### src/core/watchdog_params.svh
`ifndef WATCHDOG_PARAMS_SVH
`define WATCHDOG_PARAMS_SVH

// ****************************************************************
// register map (byte addresses on the bus)
// ****************************************************************
`define WDG_GUARD_ADDR      8'hd8
`define WDG_STATUS_ADDR     8'hdc
`define WDG_GUARD_RESET     8'hfe

// ****************************************************************
// guard register field positions
// ****************************************************************
`define WDG_ACT_BIT         0
`define WDG_SR_BIT          1
`define WDG_CNT_LSB_BIT     7
`define WDG_CNT_MSB_BIT     2
`define WDG_CNT_RESET       7'h7f

// ****************************************************************
// status register field positions
// ****************************************************************
`define WDG_ST_ACTIVE_BIT   0
`define WDG_ST_HWOPT_BIT    1
`define WDG_ST_EXTHALT_BIT  2
`define WDG_ST_STOP_BIT     3
`define WDG_ST_WAIT_BIT     4
`define WDG_ST_NMI_BIT      5

// ****************************************************************
// timing
// ****************************************************************
`define WDG_CLK_PERIOD_NS   100
`define WDG_DECR_CYCLES     3072
`define WDG_PULSE_NS        500
`define WDG_PULSE_CYCLES    (`WDG_PULSE_NS / `WDG_CLK_PERIOD_NS)
`define WDG_STRAP_SETTLE    2

`endif

### src/core/watchdog_pkg.sv
`default_nettype none

package watchdog_pkg;

  // power state of the core as seen by the watchdog
  typedef enum logic [1:0] {
    pm_run,
    pm_wait,
    pm_stop
  } power_state_t;

  typedef logic [7:0]  bus_addr_t;
  typedef logic [31:0] bus_data_t;
  typedef logic [6:0]  guard_count_t;

endpackage

`default_nettype wire

### src/core/reset_pulse_gen.sv
`include "watchdog_params.svh"
`default_nettype none

module reset_pulse_gen (
  input  wire logic ref_clk,
  input  wire logic rst,
  input  wire logic fire,
  output var  logic reset_pin_n,
  output var  logic busy
);

  localparam logic [3:0] PULSE_LEN = 4'(`WDG_PULSE_CYCLES);

  logic [3:0] cnt_r;
  logic [3:0] cnt_nxt;
  logic       pin_n_nxt;
  logic       busy_nxt;

  // ****************************************************************
  // pulse length counter
  // ****************************************************************
  // a request while a pulse runs is merged into it
  always_comb begin
    cnt_nxt   = cnt_r;
    pin_n_nxt = 1'b1;
    busy_nxt  = 1'b0;
    if (cnt_r != 4'h0) begin
      cnt_nxt = cnt_r - 4'h1;
    end else if (fire) begin
      cnt_nxt = PULSE_LEN;
    end
    if (cnt_nxt != 4'h0) begin
      pin_n_nxt = 1'b0;
      busy_nxt  = 1'b1;
    end
  end

  always_ff @(posedge ref_clk or posedge rst) begin
    if (rst) begin
      cnt_r       <= 4'h0;
      reset_pin_n <= 1'b1;
      busy        <= 1'b0;
    end else begin
      cnt_r       <= cnt_nxt;
      reset_pin_n <= pin_n_nxt;
      busy        <= busy_nxt;
    end
  end

endmodule

`default_nettype wire

### src/core/watchdog_reset_timer.sv
// Summary of operation
// [RULE_01] hardware option: always active, bit stuck one
// [RULE_02] hardware option: activation bit read is meaningless
// [RULE_03] software option: off at reset, once on stays
// [RULE_04] counter decrements every 3072 clock cycles
// [RULE_05] timeout programmable in 64 decrement steps
// [RULE_06] active and soft reset bit zero: pulse reset
// [RULE_07] software refreshes with values FEh down to 02h
// [RULE_08] writing soft reset zero while active resets
// [RULE_09] software writes soft reset one, loads count
// [RULE_10] inactive software option: plain reversed 7-bit timer
// [RULE_11] timer reads should be done twice, compared
// [RULE_12] inactive: stop instruction enters stop mode
// [RULE_13] active without halt control: stop becomes wait
// [RULE_14] halt control: pin low wait, high stop frozen
// [RULE_15] interrupt leaves stop, counter resumes where frozen
// [RULE_16] activation bit0, soft reset bit1, count reversed
// [RULE_17] guard register at 0D8h, resets to FEh
// [RULE_18] inactive: soft reset bit is timer msb only
// [RULE_19] wait mode: counter keeps decrementing
// [RULE_20] no interrupt; only reset and readable count
//
// Design decisions made here: the address map and the Wishbone register port.
`include "watchdog_params.svh"
`default_nettype none

module watchdog_reset_timer (
  input  wire logic                   ref_clk,
  input  wire logic                   rst,
  input  wire logic                   wb_cyc_i,
  input  wire logic                   wb_stb_i,
  input  wire logic                   wb_we_i,
  input  wire watchdog_pkg::bus_addr_t wb_adr_i,
  input  wire logic [3:0]             wb_sel_i,
  input  wire watchdog_pkg::bus_data_t wb_dat_i,
  output var  watchdog_pkg::bus_data_t wb_dat_o,
  output var  logic                   wb_ack_o,
  input  wire logic                   guard_activation_option,
  input  wire logic                   external_halt_control,
  input  wire logic                   nmi_pin,
  input  wire logic                   stop_instr,
  input  wire logic                   wait_instr,
  input  wire logic                   wake_irq,
  output var  logic                   core_wait,
  output var  logic                   core_stop,
  output var  logic                   reset_pin_n
);

  import watchdog_pkg::*;

  localparam logic [11:0] DECR_LAST = 12'(`WDG_DECR_CYCLES - 1);
  // one extra cycle so the latch sees the second synchroniser flop filled
  localparam logic [1:0]  SETTLE    = 2'(`WDG_STRAP_SETTLE + 1);

  // ****************************************************************
  // declarations
  // ****************************************************************
  logic [1:0]   hwopt_sync_r;
  logic [1:0]   exthalt_sync_r;
  logic [1:0]   nmi_sync_r;
  logic [1:0]   settle_r;
  logic [1:0]   settle_nxt;
  logic         hwopt_r;
  logic         hwopt_nxt;
  logic         exthalt_r;
  logic         exthalt_nxt;

  logic         ack_r;
  logic         ack_nxt;
  bus_data_t    rdata_r;
  bus_data_t    rdata_nxt;
  logic         wr_guard;

  logic         act_r;
  logic         act_nxt;
  logic         act_eff;
  guard_count_t cnt_r;
  guard_count_t cnt_nxt;
  logic [11:0]  presc_r;
  logic [11:0]  presc_nxt;
  logic         tick;
  logic         fire_r;
  logic         fire_nxt;
  logic         pulse_busy;
  logic [7:0]   guard_view;

  power_state_t pm_r;
  power_state_t pm_nxt;
  logic         wait_nxt;
  logic         stop_nxt;

  // ****************************************************************
  // pin synchronisers and option straps
  // ****************************************************************
  // straps and the nmi pin come from outside; two flops before use
  always_ff @(posedge ref_clk or posedge rst) begin
    if (rst) begin
      hwopt_sync_r   <= 2'h0;
      exthalt_sync_r <= 2'h0;
      nmi_sync_r     <= 2'h0;
    end else begin
      hwopt_sync_r   <= {hwopt_sync_r[0], guard_activation_option};
      exthalt_sync_r <= {exthalt_sync_r[0], external_halt_control};
      nmi_sync_r     <= {nmi_sync_r[0], nmi_pin};
    end
  end

  // straps are caught once, after the synchronisers have filled
  always_comb begin
    settle_nxt  = settle_r;
    hwopt_nxt   = hwopt_r;
    exthalt_nxt = exthalt_r;
    if (settle_r != SETTLE) begin
      settle_nxt  = settle_r + 2'h1;
      hwopt_nxt   = hwopt_sync_r[1];
      exthalt_nxt = exthalt_sync_r[1];
    end
  end

  always_ff @(posedge ref_clk or posedge rst) begin
    if (rst) begin
      settle_r  <= 2'h0;
      hwopt_r   <= 1'b0;
      exthalt_r <= 1'b0;
    end else begin
      settle_r  <= settle_nxt;
      hwopt_r   <= hwopt_nxt;
      exthalt_r <= exthalt_nxt;
    end
  end

  // ****************************************************************
  // wishbone slave
  // ****************************************************************
  // ack one cycle after the request; a write lands on the ack edge
  assign wr_guard = wb_cyc_i && wb_stb_i && wb_we_i && ack_r && wb_sel_i[0]
                    && (wb_adr_i == `WDG_GUARD_ADDR);

  // count bits shown reversed next to soft reset and activation
  always_comb begin
    guard_view = 8'h00;
    guard_view[`WDG_ACT_BIT] = act_eff;                                 // [RULE_02]
    guard_view[`WDG_SR_BIT]  = cnt_r[6];                                // [RULE_16]
    for (int i = 0; i < 6; i++) begin
      guard_view[`WDG_CNT_LSB_BIT - i] = cnt_r[i];                      // [RULE_16] [RULE_10]
    end
  end

  always_comb begin
    ack_nxt   = 1'b0;
    rdata_nxt = rdata_r;
    if (wb_cyc_i && wb_stb_i && !ack_r) begin
      ack_nxt   = 1'b1;
      rdata_nxt = 32'h0000_0000;
      if (wb_adr_i == `WDG_GUARD_ADDR) begin
        rdata_nxt[7:0] = guard_view;                                    // [RULE_17] [RULE_20]
      end else if (wb_adr_i == `WDG_STATUS_ADDR) begin
        rdata_nxt[`WDG_ST_ACTIVE_BIT]  = act_eff;
        rdata_nxt[`WDG_ST_HWOPT_BIT]   = hwopt_r;
        rdata_nxt[`WDG_ST_EXTHALT_BIT] = exthalt_r;
        rdata_nxt[`WDG_ST_STOP_BIT]    = core_stop;
        rdata_nxt[`WDG_ST_WAIT_BIT]    = core_wait;
        rdata_nxt[`WDG_ST_NMI_BIT]     = nmi_sync_r[1];
      end
    end
  end

  always_ff @(posedge ref_clk or posedge rst) begin
    if (rst) begin
      ack_r   <= 1'b0;
      rdata_r <= 32'h0000_0000;
    end else begin
      ack_r   <= ack_nxt;
      rdata_r <= rdata_nxt;
    end
  end

  assign wb_ack_o = ack_r;
  assign wb_dat_o = rdata_r;

  // ****************************************************************
  // activation, prescaler and downcounter
  // ****************************************************************
  // hardware option forces the watchdog on regardless of the bit
  assign act_eff = act_r || hwopt_r;                                    // [RULE_01]
  // decrement clock is frozen while the core is stopped
  assign tick    = (presc_r == DECR_LAST) && (pm_r != pm_stop);         // [RULE_04] [RULE_14]

  always_comb begin
    act_nxt   = act_r;
    cnt_nxt   = cnt_r;
    presc_nxt = presc_r;
    fire_nxt  = 1'b0;
    // prescaler holds in stop, resumes on wake from the same value
    if (pm_r != pm_stop) begin                                          // [RULE_15] [RULE_19]
      presc_nxt = (presc_r == DECR_LAST) ? 12'h000 : presc_r + 12'h001; // [RULE_04]
    end
    if (tick) begin
      cnt_nxt = cnt_r - 7'h01;                                          // [RULE_05] [RULE_10]
    end
    // a write wins over a coinciding decrement
    if (wr_guard) begin
      // once set, only a device reset or the block's own reset pulse (fire_r) clears the activation bit
      act_nxt = act_r || wb_dat_i[`WDG_ACT_BIT] || hwopt_r;             // [RULE_03] [RULE_01]
      cnt_nxt[6] = wb_dat_i[`WDG_SR_BIT];                               // [RULE_16]
      for (int i = 0; i < 6; i++) begin
        cnt_nxt[i] = wb_dat_i[`WDG_CNT_LSB_BIT - i];                    // [RULE_16]
      end
    end
    // soft reset bit low while active: a written zero fires at once
    if ((act_nxt || hwopt_r) && !cnt_nxt[6] && !pulse_busy) begin       // [RULE_06] [RULE_08] [RULE_18]
      fire_nxt = 1'b1;
    end
    // the reset pulse returns the block to its reset state
    if (fire_r) begin
      act_nxt   = 1'b0;
      cnt_nxt   = `WDG_CNT_RESET;
      presc_nxt = 12'h000;
      fire_nxt  = 1'b0;
    end
  end

  always_ff @(posedge ref_clk or posedge rst) begin
    if (rst) begin
      act_r   <= 1'b0;
      cnt_r   <= `WDG_CNT_RESET;                                        // [RULE_17] [RULE_03]
      presc_r <= 12'h000;
      fire_r  <= 1'b0;
    end else begin
      act_r   <= act_nxt;
      cnt_r   <= cnt_nxt;
      presc_r <= presc_nxt;
      fire_r  <= fire_nxt;
    end
  end

  // ****************************************************************
  // reset pin pulse
  // ****************************************************************
  reset_pulse_gen u_pulse (
    .ref_clk     (ref_clk),
    .rst         (rst),
    .fire        (fire_r),                                              // [RULE_06]
    .reset_pin_n (reset_pin_n),
    .busy        (pulse_busy)
  );

  // ****************************************************************
  // low power handling
  // ****************************************************************
  // stop is honoured, turned into wait, or split on the nmi level
  always_comb begin
    pm_nxt = pm_r;
    case (pm_r)
      pm_run: begin
        if (stop_instr) begin
          if (!act_eff) begin
            pm_nxt = pm_stop;                                           // [RULE_12]
          end else if (!exthalt_r) begin
            pm_nxt = pm_wait;                                           // [RULE_13]
          end else if (nmi_sync_r[1]) begin
            pm_nxt = pm_stop;                                           // [RULE_14]
          end else begin
            pm_nxt = pm_wait;                                           // [RULE_14]
          end
        end else if (wait_instr) begin
          pm_nxt = pm_wait;                                             // [RULE_19]
        end
      end
      pm_wait: begin
        if (wake_irq) begin
          pm_nxt = pm_run;
        end
      end
      pm_stop: begin
        if (wake_irq) begin
          pm_nxt = pm_run;                                              // [RULE_15]
        end
      end
      default: begin
        pm_nxt = pm_run;
      end
    endcase
    if (fire_r) begin
      pm_nxt = pm_run;
    end
    wait_nxt = (pm_nxt == pm_wait);
    stop_nxt = (pm_nxt == pm_stop);
  end

  always_ff @(posedge ref_clk or posedge rst) begin
    if (rst) begin
      pm_r      <= pm_run;
      core_wait <= 1'b0;
      core_stop <= 1'b0;
    end else begin
      pm_r      <= pm_nxt;
      core_wait <= wait_nxt;
      core_stop <= stop_nxt;
    end
  end

endmodule

`default_nettype wire

### config.mk
export PLATFORM = sky130hd
export DESIGN_NAME = watchdog_reset_timer
export DESIGN_NICKNAME = d
export VERILOG_FILES = /design/src/core/watchdog_pkg.sv /design/src/core/reset_pulse_gen.sv /design/src/core/watchdog_reset_timer.sv
export VERILOG_INCLUDE_DIRS = /design/src /design/src/core
export SDC_FILE = /design/constraint.sdc
export NUM_CORES = 1
export LEC_CHECK = 0
export ABC_AREA = 1
export ABC_CLOCK_PERIOD_IN_PS = 1800
export BUFFER_PORTS_ARGS = -buffer_cell sky130_fd_sc_hd__buf_2
export CORE_MARGIN = 1
export CORE_UTILIZATION = 40
export DETAILED_ROUTE_END_ITERATION = 6
export PLACE_DENSITY = 0.66
export REMOVE_ABC_BUFFERS = 1
export SLEW_MARGIN = 10
export SYNTH_ARGS = -nofsm -noshare
export SYNTH_HDL_FRONTEND = slang
export SYNTH_SLANG_ARGS = --single-unit
### constraint.sdc
create_clock -name ref_clk -period 1.8 [get_ports ref_clk]
set_input_delay 0.18 -clock ref_clk [delete_from_list [all_inputs] [get_ports ref_clk]]
set_output_delay 0.18 -clock ref_clk [all_outputs]
set_load 0.03 [all_outputs]
==> Word-level counts from Yosys, hierarchy flattened <==
Index checks and enable logic that the tools add are counted.
{ "op_classes": {"n_addsub": 4, "eq_ne": 9, "mux": 26, "reduce_logical": 22} }
{ "ops": {"columns": ["op", "count"], "rows": [
  ["two-way mux 12 bit", 3],
  ["two-way mux 7 bit", 3],
  ["== test 8 bit (second input constant)", 2],
  ["two-way mux 2 bit", 8],
  ["adder 12 x 1 -> 12 bit (second input constant)", 1],
  ["== test 12 bit (second input constant)", 1],
  ["two-way mux 6 bit", 2],
  ["logical AND 1 bit", 9],
  ["two-way mux 4 bit", 2],
  ["nonzero test 4 bit", 2],
  ["two-way mux 1 bit", 7],
  ["subtractor 7 x 1 -> 7 bit (second input constant)", 1],
  ["== test 2 x 1 -> 1 bit (second input constant)", 2],
  ["== test 2 bit (second input constant)", 2],
  ["logical OR 1 bit", 4],
  ["!= test 2 bit (second input constant)", 2],
  ["one-hot mux 2 bit (2 select lines)", 1],
  ["subtractor 4 x 1 -> 4 bit (second input constant)", 1],
  ["logical NOT 1 bit", 3],
  ["nonzero test 3 bit", 1],
  ["adder 2 x 1 -> 2 bit (second input constant)", 1],
  ["logical NOT 2 bit", 1],
  ["nonzero test 2 bit", 1],
  ["OR reduction 2 bit", 1]
]} }
{ "totals": {"regBits": 50, "input_bits": 55, "out_inout_bits": 36, "wordCells": 80} }

==> Longest topological paths before layout <==
Gate-level depths: netlist of the first run.
{ "logic_depth": {"word_depth": 11, "mapped_depth": 11, "ltp_nobuf": 11} }

==> By module <==
A second synthesis of the first run with hierarchy kept.
{ "hier_totals": {"cells_unflattened": 334, "area_unflattened_um2": 2852.7} }
{ "by_module_without_submodules": {"columns": ["module", "n_inst", "cells_each", "area_per_inst_um2", "seq_area_each_um2"], "rows": [
  ["watchdog_reset_timer", 1, 292, 2523.7, 1109.8],
  ["reset_pulse_gen", 1, 42, 329.1, 151.4]
]} }

==> Worst setup path before layout of the first run <==
Ideal clock, no wire load.
{ "synth_timing": {"kind": "register -> register", "from": "register pm_r[0]", "to": "register presc_r[11]", "setup_time_ps": 71, "t_arrival_ps": 1356, "t_required_ps": 1729, "slack_ps": 372, "path_stages_with_launch": 12, "path_buffers": 0, "synth_period_minus_slack_ps": 1428, "cell_sequence": "dfrtp_1 inv_1 ha_1 inv_1 nor2_2 inv_2 nand4_1 nor2_1 nand2_1 nand2_1 nand2_1 nor2_1"} }
{ "synth_between": {"elab_chain_cells": 2} }
{ "synth_rtl": {"columns": ["item", "line", "source"], "rows": [
  ["from (decl)", "watchdog_reset_timer.sv:87", "power_state_t pm_r;"],
  ["from (signal assigned)", "watchdog_reset_timer.sv:293", "pm_r <= pm_run;"],
  ["from (signal assigned)", "watchdog_reset_timer.sv:297", "pm_r <= pm_nxt;"],
  ["!= test 2 bit", "watchdog_reset_timer.sv:195", "if (pm_r != pm_stop) begin"],
  ["nonzero test 2 bit (no line)", null, null],
  ["to (signal assigned)", "watchdog_reset_timer.sv:232", "presc_r <= presc_nxt;"],
  ["to (decl)", "watchdog_reset_timer.sv:79", "logic [11:0] presc_r;"]
]} }
No other way between the ends.
A chain may end at the register's enable or synchronous reset.

==> Worst setup path after layout of the first run <==
{ "layout_timing": {"from": "register pm_r[0]", "to": "register presc_r[10]"} }
The elaborated chain is that of the path after synthesis.

==> summary.md, run 1 <==
| Metric | Value |
|---|---|
| Critical path type | `flop to flop` |
| Largest net degree at the start of global routing | `33` |
| Grt ovf | `0` |
| Worst path top cell family by delay | `simple AND/OR/NAND/NOR gates` |
| Share of total power in sequential cells | `between 40% and 50%` |
| Register bit total from synthesis | `50` |
| Worst setup EP type | `flop` |
| CP Data Arrival Time | `between 1.5 and 2 ns` |
| Die area | `0.007163 mm2` |
| Setup TNS | `0 ns` |
| Compound-Gate Fraction of Synth Area | `around 7.7%` |
| Bufs and invs on worst path | `3` |
| Drt total wl | `5104 um` |
| Number of diodes | `0` |
| CP most frequent cell | `inv_1` |
| Cells on worst reg2reg path | `8` |
| Share of cells above drive strength 1 | `21.05%` |
| Critical Path Start Type | `flop` |
| Synthesized cell area | `about 0.0027 mm2` |
| RR Startpoint | `pm_r[0]$_DFF_PP0_` |
| Clk_lat worst skew | `roughly 0.31 ns` |
| Commonest non-fill, non-tap cells in the layout | `57 x nand2_1, 42 x dfrtp_1, 40 x inv_1, 39 x buf_2, 38 x nor2_1` |
| Layout area overhead | `14.15%` |
| Xor/xnor share of the synthesized area | `2.565%` |
| Mean Syn Cell Area | `approximately 8.4 um2` |
| Final setup fails | `0` |
| R2R Setup Slk | `between 0.15 and 0.2 ns` |
| I/O pins | `between 90 and 100` |
| Post-layout util | `between 40 and 50%` |
| Worst-path clk slew | `approximately 0.10 ns` |
| Mux share of post-synthesis cell area | `less than 1%` |
| Clk pwr share | `roughly a fifth` |
| Max cap viols | `0` |
| Post-Synthesis Cells | `~330` |
| H-tree Lvls | `2` |
| CP max stage delay | `around 0.40 ns` |
| Setup slack after layout | `0.1871 ns` |
| Initial Util | `a little over two fifths` |
| Critical Path RT | `slightly below 2 ns` |
| Max clock buf depth | `2` |
| First-pass GRT wire length | `roughly 8600 um` |
| Mean number of vias per cell | `between 4 and 5` |
| Final period util | `roughly nine tenths` |
| Row cnt | `29` |
| Routed WL per cell | `around 11 um` |
| Failing checks | `DRC` |
| RR Endpoint | `presc_r[10]$_DFFE_PP0P_` |
| DRT Pass-1 Iters | `7` |
| Critical-path top delay cell | `dfrtp_1` |
| Fmax | `620.0 MHz` |
| Start point of the critical path | `pm_r[0]$_DFF_PP0_` |
| HP Start | `wb_dat_i[2]` |
| Hold Crit Endpoint | `cnt_r[5]$_DFFE_PP1P_` |
| Die H | `84.64 um` |
| Vias post-DR | `about 2200` |
| Placed wire-length estimate | `about 3900 um` |
| Sw power | `roughly 1.4 mW` |
| # clock sinks | `50` |
| Worst VDD drop | `0.7009 mV` |
| RSZ-0062 raised after global routing | `false` |
| Synth Area in Adders | `under 10%` |
| Status | `complete, but fails checks` |
| Pwr Total | `about 3.8 mW` |
| Internal power | `around 2.4 mW` |
| CP cell instances | `inv_1, ha_1, inv_1, nand4_1, nor2_2, nor2_4, inv_1, nor2_1` |
| Library cells used by synthesis | `32` |
| Routability cong. | `~0.87` |
| Vias in the first global route | `about 2000` |
| Max FO, Critical Path | `8` |
| Residual DRC | `5` |
| Number of nets in the layout | `441` |
| Total track usage | `15.05%` |
| Synth warn | `0` |
| Final ANT Viol Nets | `0` |
| Max-slew violation count | `0` |
| Pwr/cell area | `1216 mW/mm2` |
| Min Clock Period, post-route | `roughly 1.6 ns` |
| Core area | `approximately 0.0065 mm2` |
| Combinational share of power | `between 30 and 40%` |
| Post-synthesis sequential area ratio | `a little under half` |
| Commonest non-fill, non-tap cell in the layout | `nand2_1` |
| TritonCTS clock tree | `done` |
| IO buf count | `39` |
| Final Hold Viols | `0` |
| Lkg Pwr | `~1.6 nW` |
| Net switching share of the total power | `37.66%` |
| Die Wd | `84.64 um` |
| Clock Root Buffer | `clkbuf_8` |
| Post-Synth Simple-Gate Area | `between 20% and 30%` |
| Skew final | `0.01145 ns` |
| Main combinational cell family by area after synthesis | `simple AND/OR/NAND/NOR gates` |
| CTS Buf Count | `5` |
| Pre-CTS WS | `between 0.2 and 0.25 ns` |
| Initial antenna violation count | `0` |
| Hold Path Class | `input port to flop` |
| Hold depth | `3` |
| Initial DRC Count | `96` |
| Fillers | `between 600 and 700` |
==> metrics by stage <==
step | cell area [um2] | hold WS (ns) | instances
after floorplan | 2610 | 0.2114 | 323
after global placement | 2959 | 0.2119 | 445
after detailed placement | 2959 | 0.2172 | 445
after CTS | 3115 | 0.1317 | 457
after global routing | 3118 | 0.1416 | 457
final | 3118 | 0.1385 | 457
==> flip-flops by register name, summed over array words and instances (netlist names), 2 cells and up <==
register and cells:
presc_r 12, wb_dat_o 8, cnt_r 7, u_pulse.cnt_r 4, exthalt_sync_r 2, hwopt_sync_r 2
nmi_sync_r 2, pm_r 2, settle_r 2
==> cell families (layout without fill, tap and decap cells) <==
group | Yosys count | in the layout
and+or+nand+nor | 151 | 151
muxes | 2 | 2
buffers and inverters | 70 | 100
adders and majority gates | 7 | 7
other | 1 | 24
AOI/OAI and AO/OA | 38 | 38
DFF | 50 | 50
xor gates and xnor gates | 8 | 8
==> per-layer routing <==
metal | global-route usage [%] | part of all wire [%] | wire length (um) | vias to the layer above
li1 | - | - | - | 1106
met1 | 18.94 | 48 | 2437 | 1007
met2 | 25.20 | 46 | 2355 | 52
met3 | 3.343 | 4.5 | 230 | 5
met4 | 6.009 | 1.6 | 80 | 0
met5 | 0 | 0 | 0 | -
==> tightest hold or removal path, delay by kind of cell <==
kind	cells	cell delay, ns
buffers and inverters	1	0.09
AOI/OAI and AO/OA	1	0.07
and+or+nand+nor	1	0.07
==> area by class of cell <==
type	count	area (um2)	area share, %
clock buffers	5	68.82	2.207
clock inverters	3	47.55	1.525
inverters	43	161.4	5.177
multi-input cells	230	1190	38.16
flip-flops and latches	50	1261	40.45
well taps	77	96.34	3.090
repair buffers	49	292.8	9.390
==> power groups by stage <==
stage	Clock (mW)	Combinational [mW]	Sequential [mW]
floorplan	0	0.916	1.73
global placement	0	1.25	1.70
detailed placement	0	1.30	1.70
CTS	0.830	1.31	1.68
global route	0.885	1.50	1.72
finish	0.805	1.30	1.69
==> cell usage after synthesis, drive strengths merged <==
master  instances  area, um2
nand2          59      226.5
nor2           45      193.9
inv            43      161.4
dfrtp          42       1051
nand3          29      167.7
buf            27      207.7
o21ai          19      95.09
nand4          10      62.56
a21oi           8      40.04
dfstp           8      210.2
ha              7      87.58
xor2            6      52.55
a31oi           5      31.28
nor3            4      31.28
o21a            3      22.52
nor3b           2      15.01
o22ai           2      12.51
or2             2      12.51
xnor2           2      17.52
conb            1      3.750
mux2            1      11.26
mux2i           1      10.01
o21bai          1      7.510
==> repair_timing <==
action                                  in CTS  in global routing
hold buffers                                 4                  0
endpoints found under the hold margin       18                  0
endpoints found under the setup margin       0                  1
gates resized for setup                      0                  1
setup buffers                                0                  0
==> how the worst max path moves through the flow <==
stage | end | slack, ns | cells past startpoint
after global placement | fire_r$_DFF_PP0_ | 0.23 | 8
after CTS | presc_r[10]$_DFFE_PP0P_ | 0.18 | 8
final | presc_r[10]$_DFFE_PP0P_ | 0.19 | 8
after floorplan | fire_r$_DFF_PP0_ | 0.35 | 7
after global routing | presc_r[7]$_DFFE_PP0P_ | 0.05 | 8
after detailed placement | presc_r[10]$_DFFE_PP0P_ | 0.20 | 8
Note: power is estimated with default switching activity, not from simulation.
==> inputs of run 2 (changes only) <==
--- a/config.mk
+++ b/config.mk
@@ -10,9 +10,8 @@
 export ABC_CLOCK_PERIOD_IN_PS = 1800
 export BUFFER_PORTS_ARGS = -buffer_cell sky130_fd_sc_hd__buf_2
 export CORE_MARGIN = 1
-export CORE_UTILIZATION = 40
+export CORE_UTILIZATION = 30
 export DETAILED_ROUTE_END_ITERATION = 6
-export PLACE_DENSITY = 0.66
 export REMOVE_ABC_BUFFERS = 1
 export SLEW_MARGIN = 10
 export SYNTH_ARGS = -nofsm -noshare
==> run 2 against run 1 <==
Net effect:
- the run now ends clean
- worst setup slack worse by 0.020 ns
- cell count is 6.8% higher
- via count is 0.83% higher
- clock skew is 0.0066 ns lower
- critical endpoint is now fire_r$_DFF_PP0_
- core utilization is 12 points lower
- sequential power hardly changed
- largest cell class unchanged
- non-clock buffer count stayed put
- total power is 3.6% lower
- sequential share of layout area is 0.23 points lower
- die area is 32% higher
==> summary.md, run 2 (synthesis results as in run 1) <==
| Metric | Value |
|---|---|
| Commonest non-fill, non-tap cells in the layout | `57 x nand2_1, 42 x dfrtp_1, 40 x inv_1, 39 x buf_2, 38 x nor2_1` |
| Final period util | `about nine tenths` |
| CP cell instances | `ha_1, nand3_1, nor2_1, nand4_1, nand2_1, nand3_2, nand2_2, nor2_2` |
| Die Wd | `approximately 97 um` |
| Initial Util | `31.17%` |
| RSZ-0062 raised after global routing | `false` |
| Critical Path RT | `roughly 2 ns` |
| Worst VDD drop | `between 0.7 and 0.8 mV` |
| Routed WL per cell | `around 11 um` |
| Max cap viols | `0` |
| Number of diodes | `0` |
| H-tree Lvls | `2` |
| Status | `completed` |
| # clock sinks | `50` |
| Initial antenna violation count | `0` |
| Final setup fails | `0` |
| Clk_lat worst skew | `roughly 0.29 ns` |
| IO buf count | `39` |
| First-pass GRT wire length | `a little over 9000 um` |
| Hold Path Class | `input port to flop` |
| DP Area | `~0.0030 mm2` |
| Row cnt | `34` |
| WP depth | `8` |
| Vias in the first global route | `2099` |
| CP Data Arrival Time | `roughly 1.8 ns` |
| Biggest register | `presc_r` |
| Cells on worst reg2reg path | `8` |
| Total track usage | `roughly an eighth` |
| Final Hold Viols | `0` |
| Layout area overhead | `14.80%` |
| Largest net degree at the start of global routing | `31` |
| DRT Pass-1 Iters | `6` |
| Number of nets in the layout | `approximately 440` |
| Drt total wl | `about 5300 um` |
| Initial DRC Count | `92` |
| Vias post-DR | `about 2200` |
| Pwr/cell area | `between 1000 and 1500 mW/mm2` |
| Critical-path top delay cell | `dfrtp_1` |
| Max-slew violation count | `0` |
| I/O pins | `91` |
| Worst setup EP type | `flop` |
| Clock Root Buffer | `clkbuf_8` |
| Core area | `a little under 0.009 mm2` |
| Pwr Total | `roughly 3.7 mW` |
| Min Clock Period, post-route | `~1.6 ns` |
| Hold depth | `3` |
| Max clock buf depth | `2` |
| CP max stage delay | `approximately 0.40 ns` |
| Post-route cell area | `between 0.003 and 0.004 mm2` |
| Bufs and invs on worst path | `0` |
| Max FO, Critical Path | `6` |
| Setup TNS | `0 ns` |
| CTS Buf Count | `5` |
| Placed wire-length estimate | `just over 4000 um` |
| Final ANT Viol Nets | `0` |
| Routability cong. | `approximately 0.83` |
| TritonCTS clock tree | `done` |
| Commonest non-fill, non-tap cell in the layout | `nand2_1` |
| R2R Setup Slk | `0.17 ns` |
| Worst-path clk slew | `approximately 0.090 ns` |
| Die H | `about 97 um` |
| Critical Path Start Type | `flop` |
| Skew final | `around 0.0048 ns` |
| Share of cells above drive strength 1 | `21.05%` |
| Grt ovf | `0` |
| Worst path top cell family by delay | `simple AND/OR/NAND/NOR gates` |
| Critical path type | `flop to flop` |
| Fmax | `~610 MHz` |
| Residual DRC | `0` |
| Die area | `around 0.0095 mm2` |
| Mean number of vias per cell | `between 4 and 5` |
| Setup bufs post-CTS | `0` |
| Number of flip-flops in the largest register | `12` |
| Lkg Pwr | `approximately 1.6 nW` |
==> run 2: per-stage QoR <==
step	hold WS, ns	instances	setup WS [ns]	utilization, %
floorplan	0.2114	323	0.3480	-
CTS	0.1574	488	0.1478	35.75
global route	0.1588	488	0.006031	35.78
detailed placement	0.2254	476	0.1595	34.21
finish	0.1559	488	0.1668	35.78
global placement	0.2198	476	0.2241	34.21
==> run 2: power breakdown <==
part	switching (mW)	total, mW	internal (mW)
Clock	0.358	0.668	0.309
Combinational	0.831	1.30	0.467
Sequential	0.222	1.69	1.47
Total	1.41	3.65	2.24
==> run 2: worst paths after layout <==
kind	start	end
min	wb_dat_i[2]	cnt_r[5]$_DFFE_PP1P_
max	presc_r[0]$_DFFE_PP0P_	fire_r$_DFF_PP0_
min reg2reg	nmi_sync_r[0]$_DFF_PP0_	nmi_sync_r[1]$_DFF_PP0_
min in group asynchronous	rst	u_pulse.cnt_r[2]$_DFF_PP0_
max in group asynchronous	rst	cnt_r[2]$_DFFE_PP1P_
max reg2reg	presc_r[0]$_DFFE_PP0P_	fire_r$_DFF_PP0_
==> run 2: metal layers <==
layer  vias up  global-route usage (%)  share of wire, %
li1       1109                       -                 -
met1      1015                   15.52                49
met2        56                   19.42                45
met3         8                   2.590               3.8
met4         0                   3.394               1.8
met5         -                       0                 0
==> run 2: what timing repair did <==
action | CTS | global route
setup endpoints to repair | 0 | 1
hold buffers | 4 | 0
resized for setup | 0 | 1
endpoints found under the hold margin | 22 | 0
==> run 2: worst register-to-register path, delay by kind of cell (launching register included) <==
| kind | cells | cell delay (ns) |
|---|---|---|
| simple gates | 7 | 0.92 |
| flops | 1 | 0.40 |
| fa+ha+maj | 1 | 0.21 |
==> run 2: cell type report <==
| type | instances | area, um2 |
|---|---|---|
| flip-flops and latches | 50 | 1261 |
| clock buffers | 6 | 82.58 |
| repair buffers | 49 | 292.8 |
| clock inverters | 2 | 12.51 |
| fillers | 912 | 5628 |
| inverters | 43 | 161.4 |
| well taps | 108 | 135.1 |
| multi-input cells | 230 | 1190 |
==> inputs of run 3 (changes only) <==
--- a/config.mk
+++ b/config.mk
@@ -7,13 +7,13 @@
 export NUM_CORES = 1
 export LEC_CHECK = 0
 export ABC_AREA = 1
-export ABC_CLOCK_PERIOD_IN_PS = 1800
+export ABC_CLOCK_PERIOD_IN_PS = 1920
 export BUFFER_PORTS_ARGS = -buffer_cell sky130_fd_sc_hd__buf_2
-export CORE_MARGIN = 1
 export CORE_UTILIZATION = 30
 export DETAILED_ROUTE_END_ITERATION = 6
 export REMOVE_ABC_BUFFERS = 1
 export SLEW_MARGIN = 10
 export SYNTH_ARGS = -nofsm -noshare
 export SYNTH_HDL_FRONTEND = slang
+export SYNTH_HIERARCHICAL = 1
 export SYNTH_SLANG_ARGS = --single-unit
==> constraint.sdc (replaced) <==
create_clock -name ref_clk -period 1.92 [get_ports ref_clk]
set_input_delay 0.192 -clock ref_clk [delete_from_list [all_inputs] [get_ports ref_clk]]
set_output_delay 0.192 -clock ref_clk [all_outputs]
set_load 0.03 [all_outputs]
==> run 3 against run 2 <==
Net effect:
- fmax fell by 0.18%
- total power rose by 1.1%
- non-clock buffer count fell by 4
==> summary.md, run 3 <==
| Metric | Value |
|---|---|
| RSZ-0062 raised after global routing | `false` |
| Final ANT Viol Nets | `0` |
| Clock Root Buffer | `clkbuf_8` |
| I/O pins | `just over 90` |
| Initial Util | `approximately 30%` |
| Post-Synthesis Cells | `approximately 330` |
| Library cells used by synthesis | `38` |
| Async S/R FF share, synth | `100.0%` |
| Placed wire-length estimate | `4122 um` |
| Worst VDD drop | `0.6839 mV` |
| Grt ovf | `0` |
| Vias post-DR | `2195` |
| Share of cells above drive strength 1 | `between 20% and 30%` |
| Core area | `0.009240 mm2` |
| H-tree Lvls | `2` |
| CP Data Arrival Time | `roughly 1.8 ns` |
| Synth Area in Adders | `under 10%` |
| Die Wd | `99.52 um` |
| Synth warn | `6` |
| Critical Path RT | `approximately 2.1 ns` |
| Routed WL per cell | `between 10 and 15 um` |
| # clock sinks | `50` |
| Met3 Use GR | `roughly 2.0%` |
| DP Area | `~0.0031 mm2` |
| Commonest non-fill, non-tap cells in the layout | `58 x nand2_1, 42 x dfrtp_1, 39 x inv_1, 39 x buf_2, 37 x nor2_1` |
| Final period util | `between 80% and 90%` |
| Mean number of vias per cell | `roughly 4.3` |
| Die area | `0.009903 mm2` |
| Initial antenna violation count | `0` |
| Worst-Margin Slew | `approximately 0.56 ns` |
| Die H | `around 100 um` |
| Yosys top cell area share | `between 30 and 40%` |
| Setup slack after layout | `0.2838 ns` |
| Xor/xnor share of the synthesized area | `around 2.5%` |
| Fmax | `611.2 MHz` |
| Register bit total from synthesis | `50` |
| Lkg Pwr | `~1.6 nW` |
| Slew HR | `between 60% and 70%` |
| Status | `completed` |
| Pwr/cell area | `around 1100 mW/mm2` |
| Cell taking the most area after synthesis | `dfrtp_1` |
| Routability cong. | `~0.80` |
| Pre-CTS WS | `approximately 0.29 ns` |
| Row cnt | `35` |
| Min Clock Period, post-route | `1.636 ns` |
| M2 GR Usage | `about a fifth` |
| IO buf count | `39` |
| Number of diodes | `0` |
| Critical Path Start Type | `flop` |
| Drt total wl | `roughly 5300 um` |
| Main area contributors after synthesis | `dfrtp_1 37%, nand2_1 7.6%, dfstp_2 7.4%, buf_4 6.6%, inv_1 5.1%` |
| Post-synthesis sequential area ratio | `between 40 and 50%` |
| Worst-path clk slew | `approximately 0.090 ns` |
| Post-Synth Simple-Gate Area | `~31%` |
| Mux share of post-synthesis cell area | `less than 1%` |
| Max clock buf depth | `2` |
| Setup bufs post-CTS | `0` |
| Number of nets in the layout | `roughly 440` |
| Final setup fails | `0` |
| CTS Buf Count | `5` |
| Worst setup EP type | `flop` |
| Total track usage | `approximately 11%` |
| Setup TNS | `0 ns` |
| Biggest register | `presc_r` |
| Critical path type | `flop to flop` |
| Max FO, Critical Path | `9` |
| Commonest non-fill, non-tap cell in the layout | `nand2_1` |
| Synthesized cell area | `approximately 0.0029 mm2` |
| Pwr Total | `3.692 mW` |
| Layer with the highest usage | `met2` |
| Main combinational cell family by area after synthesis | `simple AND/OR/NAND/NOR gates` |
| Most frequent cell after synthesis | `nand2_1` |
| DRT Pass-1 Iters | `4` |
| Final Hold Viols | `0` |
| Layout area overhead | `13.86%` |
| Skew final | `between 0.004 and 0.005 ns` |
| Mean Syn Cell Area | `about 8.5 um2` |
| Initial DRC Count | `between 50 and 60` |
| Compound-Gate Fraction of Synth Area | `roughly 4.8%` |
| First-pass GRT wire length | `about 9200 um` |
| Most used DFF post-synth | `dfrtp_1` |
| Largest net degree at the start of global routing | `45` |
| Max-slew violation count | `0` |
| Synth cell count leaders | `58 x nand2_1, 42 x dfrtp_1, 39 x inv_1` |
| Max cap viols | `0` |
| Met1 Use GR | `~14%` |
| Number of flip-flops in the largest register | `12` |
| Number of synthesized flops with an enable pin | `0` |
| Clk_lat worst skew | `~0.30 ns` |
| PostCTS Resize Cnt | `0` |
| Vias in the first global route | `2164` |
| TritonCTS clock tree | `done` |
| Post-route cell area | `0.003248 mm2` |
| Hold Path Class | `input port to flop` |
| Residual DRC | `0` |
[run 3: path summary, 6_finish.rpt]
path / depth (start not counted) / startpoint / slack [ns] / to
max in group asynchronous: 4 / rst / 0.96 / cnt_r[1]$_DFFE_PP1P_
min in group asynchronous: 3 / rst / 0.35 / u_pulse/cnt_r[2]$_DFF_PP0_
setup reg to reg: 10 / pm_r[0]$_DFF_PP0_ / 0.28 / presc_r[9]$_DFFE_PP0P_
hold reg to reg: 0 / hwopt_sync_r[0]$_DFF_PP0_ / 0.36 / hwopt_sync_r[1]$_DFF_PP0_
hold / removal: 3 / wb_dat_i[4] / 0.17 / cnt_r[3]$_DFFE_PP1P_
setup / recovery: 10 / pm_r[0]$_DFF_PP0_ / 0.28 / presc_r[9]$_DFFE_PP0P_
[run 3: cells by family (layout without fill, tap and decap cells)]
logic type / after synthesis / count (layout)
multiplexers: 2 / 2
AND/OR/NAND/NOR: 169 / 169
adder cells (fa/ha/maj): 7 / 7
AO/OA/AOI/OAI: 23 / 23
other: 1 / 24
buffers and inverters: 74 / 99
XOR/XNOR: 8 / 8
flip-flops: 50 / 50
[run 3: what timing repair did]
item	4_1_cts	5_1_grt
hold buffers	4	0
hold endpoints to repair	8	0
setup endpoints to repair	0	0
[run 3: layout make-up]
cell class / instances / area [um2]
fill: 968 / 5992
multi-input combinational: 233 / 1290
clock buffer: 5 / 68.82
inverter: 46 / 172.7
clock inverter: 3 / 43.79
tap: 129 / 161.4
timing repair buffer: 45 / 250.2
sequential: 50 / 1261
[run 3: through the flow]
step / util, % / std cells / hold slack, ns
6_report: 35.15 / 511 / 0.1726
5_1_grt: 35.15 / 511 / 0.1858
4_1_cts: 35.15 / 511 / 0.1723
3_5_place_dp: 33.50 / 499 / 0.1335
3_3_place_gp: 33.50 / 499 / 0.1273
2_1_floorplan: - / 329 / -0.01777
[run 3: critical path, cell delays in order (launching register included)]
cell,delay [ns]
dfrtp_1,0.37
inv_1,0.08
ha_1,0.26
inv_2,0.12
nor2_2,0.06
inv_2,0.15
nand4_1,0.17
nor2_1,0.16
nand2_1,0.07
nand2_1,0.06
nor2_1,0.04
[run 3: layer usage]
layer  up-vias  wire length [um]
met4         0                51
met3         5               173
met1      1024              2522
met5         -                 0
li1       1119                 -
met2        47              2551
[run 3: power by group]
part | leakage, nW | switching, mW | internal (mW) | total [mW]
registers | 0.610 | 0.222 | 1.37 | 1.59
logic | 0.978 | 0.881 | 0.476 | 1.36
clock network | 0.0585 | 0.351 | 0.391 | 0.741
total | 1.65 | 1.45 | 2.24 | 3.69
